File: config.mk
export PLATFORM = sky130hd
export DESIGN_NAME = hvc_control_second
export DESIGN_NICKNAME = d
export VERILOG_FILES = /design/src/include/hvc_pkg.sv /design/src/verilog/hvc_control_second.sv /design/src/verilog/hvc_short_filter.sv
export SDC_FILE = /design/constraint.sdc
export NUM_CORES = 1
export LEC_CHECK = 0
export ABC_AREA = 1
export BUFFER_PORTS_ARGS = -buffer_cell sky130_fd_sc_hd__buf_2
export CAP_MARGIN = 20
export CORE_ASPECT_RATIO = 0.9
export CORE_UTILIZATION = 52
export DETAILED_ROUTE_END_ITERATION = 8
export PLACE_DENSITY = 0.85
export RECOVER_POWER = 100
export SKIP_CTS_REPAIR_TIMING = 1
export SLEW_MARGIN = 0
export SYNTH_ARGS = -nofsm -noshare
export SYNTH_HDL_FRONTEND = slang
export SYNTH_SLANG_ARGS = --single-unit
File: constraint.sdc
create_clock -name clock -period 1.1 [get_ports clock]
set_input_delay 0.275 -clock clock [delete_from_list [all_inputs] [get_ports clock]]
set_output_delay 0.275 -clock clock [all_outputs]
set_load 0.02 [all_outputs]
File: src/include/hvc_pkg.sv
// Purpose: Shared constants and carriers for the second high-voltage control register
// Assumes: 40 MHz system clock, indirect command/data access
// Notes:   Bits 2 to 0 are held but drive nothing here
package hvc_pkg;

  localparam int unsigned CLK_MHZ          = 40;
  localparam int unsigned SC_BUS_US        = 20;
  localparam int unsigned SC_WAKE_US       = 400;
  // Short must persist longer than the time; these hold the time itself and the filter trips one count past it
  localparam int unsigned SC_BUS_CYC_INT   = SC_BUS_US * CLK_MHZ;
  localparam int unsigned SC_WAKE_CYC_INT  = SC_WAKE_US * CLK_MHZ;
  localparam logic [14:0] SC_BUS_CYC       = 15'(SC_BUS_CYC_INT);
  localparam logic [14:0] SC_WAKE_CYC      = 15'(SC_WAKE_CYC_INT);

  localparam logic [3:0]  CMD_READ_CTRL2   = 4'h1;
  localparam logic [3:0]  CMD_WRITE_CTRL2  = 4'h9;
  localparam logic [7:0]  CTRL2_RESET      = 8'h00;
  localparam logic [11:0] DATA_RESET       = 12'h000;

  localparam int unsigned BIT_ATTEN        = 7;
  localparam int unsigned BIT_TMON         = 6;
  localparam int unsigned BIT_VSHORT       = 5;
  localparam int unsigned BIT_READBACK     = 4;
  localparam int unsigned BIT_REENABLE     = 3;
  localparam int unsigned MON_WAKE_BIT     = 7;
  localparam int unsigned MON_AUX_BIT      = 5;

  localparam int unsigned NPINS            = 3;
  localparam int unsigned PIN_BUS          = 0;
  localparam int unsigned PIN_AUX          = 1;
  localparam int unsigned PIN_WAKE         = 2;

  typedef struct packed {
    logic        atten_en;
    logic        tmon_en;
    logic        vshort_en;
    logic        wake_aux_in_en;
  } hvc_analog_t;

  typedef struct packed {
    logic [NPINS-1:0] short_det;
    logic [1:0]       thermal_off;
  } hvc_fault_t;

endpackage : hvc_pkg

File: src/verilog/hvc_control_second.sv
// Purpose: Second high-voltage control register with indirect access and pin fault handling
// Assumes: Command strobe and data are synchronous to clock
// Notes:   One command per strobe; readback lands in data low byte one cycle later
//
// Overview of operation
// - Eight-bit read/write register, resets to zero
// - Reached only through indirect command and data
// - Bit 7 enables attenuator and its buffer
// - Bit 6 enables temperature monitor into ADC
// - Bit 5 shorts voltage channel for noise test
// - Bit 4 enables wake and aux pin inputs
// - Input edges raise high-voltage interrupt while enabled
// - Pin levels shown in monitor bits 7, 5
// - Writing bit 3 re-enables short-disabled pins
// - Short trips after 20 us, wake 400 us
// - Bit 3 write clears pending short interrupt
// - Command 0x01 reads register into data byte
// - Command 0x09 writes data byte into register
// - Re-enable bit clears itself after write
`timescale 1ns/1ps
module hvc_control_second (
  // Clock and reset
  input  wire logic                  clock,
  input  wire logic                  arst_n,
  // Indirect command/data access
  input  wire logic                  cmd_valid,
  input  wire logic [3:0]            hv_indirect_command,
  input  wire logic                  data_we,
  input  wire logic [7:0]            data_wdata,
  output logic      [11:0]           hv_indirect_data,
  // Pins and fault sensing
  input  wire logic                  wake_pin,
  input  wire logic                  aux_hv_pin,
  input  wire hvc_pkg::hvc_fault_t   fault,
  // Analog controls
  output hvc_pkg::hvc_analog_t       analog,
  output logic      [hvc_pkg::NPINS-1:0] pin_enable,
  // Status and interrupts
  output logic                       mon_wake,
  output logic                       mon_aux,
  output logic                       short_irq_pend,
  output logic                       hv_irq
);

  typedef struct packed {
    logic [7:0]                  ctrl;
    logic [11:0]                 data;
    logic [hvc_pkg::NPINS-1:0]   pin_off;
    logic [hvc_pkg::NPINS-1:0]   pin_on;
    logic                        short_pend;
    logic                        wake_q;
    logic                        aux_q;
    logic                        mon_wake;
    logic                        mon_aux;
    logic                        irq;
    hvc_pkg::hvc_analog_t        analog;
  } hvc_state_t;

  hvc_state_t st_r;
  hvc_state_t st_nxt;

  logic [hvc_pkg::NPINS-1:0] trip;

  // One persistence filter per pin; the wake pin waits longer
  genvar gi;
  generate
    for (gi = 0; gi < hvc_pkg::NPINS; gi++)
    begin : g_flt
      hvc_short_filter u_flt (
        .clock    (clock),
        .arst_n   (arst_n),
        .short_in (fault.short_det[gi]),
        .limit    ((gi == hvc_pkg::PIN_WAKE) ? hvc_pkg::SC_WAKE_CYC
                                              : hvc_pkg::SC_BUS_CYC),
        .trip     (trip[gi])
      );
    end
  endgenerate

  logic reenable_wr;
  logic edge_seen;
  logic wr_cmd;

  always_comb
  begin
    st_nxt      = st_r;
    wr_cmd      = cmd_valid && (hv_indirect_command == hvc_pkg::CMD_WRITE_CTRL2);
    reenable_wr = wr_cmd && st_r.data[hvc_pkg::BIT_REENABLE];

    if (data_we)
    begin
      st_nxt.data = {4'h0, data_wdata};
    end

    if (wr_cmd)
    begin
      st_nxt.ctrl = st_r.data[7:0];
      st_nxt.ctrl[hvc_pkg::BIT_REENABLE] = 1'b0;
      st_nxt.data[11:8] = hvc_pkg::CMD_WRITE_CTRL2;
    end
    else if (cmd_valid && (hv_indirect_command == hvc_pkg::CMD_READ_CTRL2))
    begin
      st_nxt.data = {hvc_pkg::CMD_READ_CTRL2, st_r.ctrl};
    end

    // Re-enable restores pins and clears the pending short; a new trip wins
    if (reenable_wr)
    begin
      st_nxt.pin_off    = '0;
      st_nxt.short_pend = 1'b0;
    end
    if (fault.thermal_off[0])
      st_nxt.pin_off[hvc_pkg::PIN_AUX] = 1'b1;
    if (fault.thermal_off[1])
      st_nxt.pin_off[hvc_pkg::PIN_WAKE] = 1'b1;
    if (|trip)
    begin
      st_nxt.pin_off    = st_nxt.pin_off | trip;
      st_nxt.short_pend = 1'b1;
    end

    // Registered copy of the enables so the pin outputs come straight from flops
    st_nxt.pin_on = ~st_nxt.pin_off;

    st_nxt.wake_q = wake_pin;
    st_nxt.aux_q  = aux_hv_pin;
    edge_seen = (wake_pin != st_r.wake_q) || (aux_hv_pin != st_r.aux_q);
    st_nxt.irq = (st_r.ctrl[hvc_pkg::BIT_READBACK] && edge_seen) || st_nxt.short_pend;

    st_nxt.mon_wake = st_r.ctrl[hvc_pkg::BIT_READBACK] && wake_pin;
    st_nxt.mon_aux  = st_r.ctrl[hvc_pkg::BIT_READBACK] && aux_hv_pin;

    st_nxt.analog.atten_en       = st_nxt.ctrl[hvc_pkg::BIT_ATTEN];
    st_nxt.analog.tmon_en        = st_nxt.ctrl[hvc_pkg::BIT_TMON];
    st_nxt.analog.vshort_en      = st_nxt.ctrl[hvc_pkg::BIT_VSHORT];
    st_nxt.analog.wake_aux_in_en = st_nxt.ctrl[hvc_pkg::BIT_READBACK];
  end

  always_ff @(posedge clock or negedge arst_n)
  begin
    if (!arst_n)
    begin
      st_r        <= '0;
      st_r.pin_on <= '1;
      st_r.ctrl   <= hvc_pkg::CTRL2_RESET;
      st_r.data <= hvc_pkg::DATA_RESET;
    end
    else
    begin
      st_r <= st_nxt;
    end
  end

  // Register only reachable through the indirect pair
  assign hv_indirect_data = st_r.data;
  assign analog           = st_r.analog;
  assign pin_enable       = st_r.pin_on;
  assign mon_wake         = st_r.mon_wake;
  assign mon_aux          = st_r.mon_aux;
  assign short_irq_pend   = st_r.short_pend;
  assign hv_irq           = st_r.irq;

endmodule : hvc_control_second

File: src/verilog/hvc_short_filter.sv
// Purpose: Persistence filter for one pin's short-circuit indication
// Assumes: short_in synchronous to clock
// Notes:   Trips after the short has lasted longer than limit cycles
`timescale 1ns/1ps
module hvc_short_filter (
  // Clock and reset
  input  wire logic        clock,
  input  wire logic        arst_n,
  // Detection
  input  wire logic        short_in,
  input  wire logic [14:0] limit,
  output logic             trip
);

  typedef struct packed {
    logic [14:0] cnt;
    logic        trip;
  } hvc_flt_state_t;

  hvc_flt_state_t st_r;
  hvc_flt_state_t st_nxt;

  always_comb
  begin
    st_nxt      = st_r;
    st_nxt.trip = 1'b0;
    if (!short_in)
    begin
      st_nxt.cnt = 15'h0000;
    end
    else if (st_r.cnt < limit)
    begin
      st_nxt.cnt = st_r.cnt + 15'h0001;
    end
    else
    begin
      st_nxt.trip = 1'b1;
    end
  end

  always_ff @(posedge clock or negedge arst_n)
  begin
    if (!arst_n)
      st_r <= '0;
    else
      st_r <= st_nxt;
  end

  assign trip = st_r.trip;

endmodule : hvc_short_filter
Word level (Yosys, flattened, before mapping)
Index checks and enable logic that the tools add are counted.

word-level totals
  register bits after elaboration = 83
  output and inout bits = 23
  word-level logic and storage cells = 70

operators by class
  add/sub/neg operators = 3
  magnitude comparators = 3
  equal/unequal tests = 7
  multiplexer cells = 23
  bitwise operators = 2
  reductions and logical operators = 10

operators with widths
  kind                                                   number
  2-to-1 mux 15 bit                                      6
  adder 15 x 1 -> 15 bit, second input constant          3
  < comparator 15 x 10 -> 1 bit, second input constant   2
  2-to-1 mux 12 bit                                      2
  2-to-1 mux 8 bit                                       2
  < comparator 15 x 14 -> 1 bit, second input constant   1
  2-to-1 mux 1 bit                                       10
  logical AND 1 bit                                      6
  2-to-1 mux 3 bit                                       2
  inequality test 2 x 1 -> 1 bit, second input constant  3
  == test 4 x 1 -> 1 bit, second input constant          1
  == test 4 bit, second input constant                   1
  2-to-1 mux 4 bit                                       1
  inverter 3 bit                                         1
  bitwise OR 3 bit                                       1
  nonzero test 3 bit                                     1
  OR reduction 3 bit                                     1
  logical OR 1 bit                                       2
  inequality test 1 bit                                  2

Longest topological paths before layout
  depth after elaboration = 8
  depth in mapped cells = 9

Hierarchy
Synthesis repeated with hierarchy kept, for this count alone.

unflattened totals
  cells, all modules = 809
  area, all modules = 5967.0 um^2

by module, submodules not included
  module              times used  cells each  area each (um^2)  seq. area each (um^2)
  hvc_short_filter    3           216         1517.7            400.4
  hvc_control_second  1           161         1413.9            729.4

Least setup slack after synthesis
OpenSTA, ideal clock, no wires.

  path type = reg-to-reg
  start point = register g_flt[2].u_flt.st_r[1] in the netlist's numbering
  end point = register g_flt[2].u_flt.st_r[11] in the netlist's numbering
  setup time = 123 ps
  arrival time = 1095 ps
  path slack = -118 ps
  cell stages (with the launch flop) = 7
  clock period less this slack = 1218 ps
  cells stage by stage = dfrtp_1 ha_1 nand2_1 nor2_1 nand2_1 nor3b_1 nor2_1

between the ends
  word-level cells in the longest chain between the ends = 3
  elaborated cells between the ends (all ways) = 5

RTL lines
  what                    line                    RTL
  from (decl)             hvc_short_filter.sv:20  hvc_flt_state_t st_r;
  from (signal assigned)  hvc_short_filter.sv:46  st_r <= st_nxt;
  adder 15 x 1 -> 15 bit  hvc_short_filter.sv:33  st_nxt.cnt = st_r.cnt + 15'h0001;
  2-to-1 mux 15 bit       hvc_short_filter.sv:31  else if (st_r.cnt < limit)
  2-to-1 mux 15 bit       hvc_short_filter.sv:27  if (!short_in)

Parallel ways exist; a longest one is shown, timed or not. The select of a mux whose other input is x is not followed.
A chain may end at the register's enable or synchronous reset.

Final worst setup path
  start point = register g_flt[0].u_flt.st_r[13] in the netlist's numbering
  end point = register g_flt[0].u_flt.st_r[9] in the netlist's numbering

between the ends
  word-level cells in the longest chain between the ends = 2

RTL lines
  what                                             line
  from (decl)                                      hvc_short_filter.sv:20
  from (signal assigned)                           hvc_short_filter.sv:46
  < comparator 15 x 10 -> 1 bit                    hvc_short_filter.sv:31
  inequality test 2 x 1 -> 1 bit (no source line)  --

No other way between the ends.

==> impl_results.md <==
- Async set-reset flop share out of synthesis: 100%
- Vias: 3822
- WL/cell: approximately 16 µm
- Crit path launch type: register
- RSZ-0062 raised after global routing: yes
- Max Clk Rate: roughly 750 MHz
- Top cell type's share of synthesized area: approximately 48%
- Most common cell in the netlist: nand2_1
- Setup WS pre-CTS: -0.210 ns
- Total CTS buffers: 9
- Num ports: 46
- Nets: 631
- Crit Path Class: reg -> reg
- Worst Path Required: 1.40 ns
- R2R setup slack: -0.24 ns
- Area delta synth->final: 35.3%
- Tmin final: 1.34 ns
- Port buffer count: 43
- GP Congestion: 0.878
- DR pass1 iterations: 5
- Final Hold Fails: 0
- Ys flop type: dfrtp_1
- TritonCTS clock tree: built
- Utilization after layout: 73.6%
- Post-synth EDFFs: 0
- Relative slew slack: 58.3%
- ANT cells: 0
- Core area: around 7100 µm²
- P per Cell Area: 1190 nW/µm²
- Final Max Tran Viols: 0
- Clk Latency, worst-skew pair: 0.37 ns
- WP data arrival: 1.64 ns
- Failing checks: negative setup slack
- Worst-path maximum fanout: 5
- Die Wd: ~93 µm
- Static Leak: 2.76 nW
- MaxCap Viol Count: 0
- Die ar.: 7790 µm²
- FP Rows: 29
- WHS Path Cells: 1
- Hpwl dp: 6220 µm
- Setup Skew: 0.0115 ns
- Synth cell count leaders: 159 x nand2_1, 74 x dfrtp_1, 56 x inv_1
- Vias per std cell: 5.44
- Maximum vdd drop: between 0.8 and 0.9 mV
- Vias in the first global route: 3420
- Worst Hold Class: in -> reg
- Root Buffer: clkbuf_8
- Number of DRC markers in iteration 0: a little over 300
- Slew @ Worst Pin: 0.626 ns
- Layout cell share with drive strength beyond 1: approximately a third
- Clock Path Buffers: 2
- Setup violations, final: 61
- Largest net degree at the start of global routing: 24
- Worst Reg-to-Reg Cells: 7
- Status: finished with violations
- Tot Pwr: 6.20 mW
- CTS Sinks: 77
- Yosys cell types: 34
- Seq/Total Area, Yosys: 49.9%
- Post-route ant nets: 0
- Critical Path End Type: register
- Fin crit share: 122%
- # H-tree levels: 3
- Cell taking the most area after synthesis: dfrtp_1
- GR Util All Layers: 24.2%
- Post-route DRC: 0
- Flops & latches, synth: 77
- Die Span Y: 83.8 µm
- Area contributors post-synth: dfrtp_1 48%, nand2_1 15%, nand3_1 6.0%
- Initial Utilization: 54.4%
- Syn Area/Cell: 7.80 µm²
- Initial antenna violation count: 0
- Cell Area, Synth: 3870 µm²
- Worst setup slack after layout: -0.241 ns
- WL final: between 10000 and 15000 µm
- Yosys warns: 0
- Total gr overflow: 0
- Post-Syn Instances: 496
- First-pass GRT wire length: roughly 15000 µm
- Clock-pin slew on the worst setup and hold paths: 0.09 ns
## metrics by stage
stage / area, µm² / instances / TNS (ns) / hold slack, ns
after global routing: 5230 / 703 / -12.99 / 0.0623
after CTS: 4700 / 677 / -8.98 / -0.207
after floorplan: 3910 / 497 / -0.784 / -0.0206
after global placement: 4510 / 661 / -3.76 / 0.191
final: 5230 / 703 / -9.00 / 0.0683
after detailed placement: 4510 / 661 / -6.46 / 0.188
## path summary, 6_finish.rpt
| check | start | to |
|---|---|---|
| setup / recovery | g_flt[0].u_flt.st_r[13] | g_flt[0].u_flt.st_r[9] |
| hold / removal | aux_hv_pin | st_r[7] |
| setup reg to reg | g_flt[0].u_flt.st_r[13] | g_flt[0].u_flt.st_r[9] |
| hold reg to reg | st_r[13] | pin_enable[0] |
| max in group asynchronous | arst_n | hv_indirect_data[8] |
| min in group asynchronous | arst_n | hv_indirect_data[6] |
## cell type report
cell class	instances	area [µm²]
inverters	61	241
clock inverters	7	65.1
repair buffers	124	1010
multi-input cells	332	1740
flip-flops and latches	77	1930
well taps	93	116
fillers	455	1880
clock buffers	9	124
## power by group
part           leakage [nW]  internal (mW)  switching (mW)  total [mW]
Clock                0.0947          0.878            1.22        2.10
Sequential             1.00           2.98           0.135        3.12
Combinational          1.66          0.466           0.515       0.981
## cell usage in the layout (no fill, tap or decap), types with 4 or more instances in the layout
| cell | count |
|---|---|
| nand2_1 | 147 |
| dfrtp_1 | 73 |
| buf_4 | 72 |
| inv_1 | 51 |
| nor2_1 | 37 |
| nand3_1 | 36 |
| buf_6 | 26 |
| buf_2 | 19 |
| nand4_1 | 15 |
| nand2_2 | 13 |
| xor2_1 | 10 |
| nor2_2 | 10 |
| nand3_2 | 10 |
| nor2_4 | 9 |
| clkbuf_8 | 9 |
| o21ai_0 | 7 |
| o31ai_1 | 6 |
| o21ai_1 | 6 |
| inv_2 | 5 |
| nand2_4 | 4 |
| inv_6 | 4 |
## layer usage
layer | up-vias | wire [µm] | global-route usage [%]
li1 | 1747 | - | -
met1 | 1809 | 4120 | 29.8
met2 | 218 | 5960 | 42.1
met3 | 48 | 706 | 6.10
met4 | 0 | 463 | 6.43
met5 | - | 0 | 0
## state kept, by name (all words and copies together), names as in the netlist
name and cells:
short_irq_pend 1, hv_irq 1, g_flt.u_flt.st_r 45, g_flt.u_flt.trip 3, pin_enable 3, mon_aux 1
mon_wake 1, hv_indirect_data 10, st_r 12
## worst max-delay path, cell delays in order, from the launching register on
cell     delay [ns]
dfrtp_1        0.39
or2_1          0.25
nor2_2         0.13
nand3_2        0.14
nand2_4        0.13
buf_4          0.12
nand2_1        0.05
nand2_1        0.07
## cells by family (layout without fill, tap and decap cells)
family	count (synthesis)	after routing	share of synthesized area, %
other cells	1	2	0.0970
flops	77	77	49.9
fa+ha+maj	3	3	0.971
buf+inv	89	201	10.9
simple gates	288	289	31.6
compound gates	27	27	4.08
xor+xnor	11	11	2.49
Power figures use the tool's default switching activity.
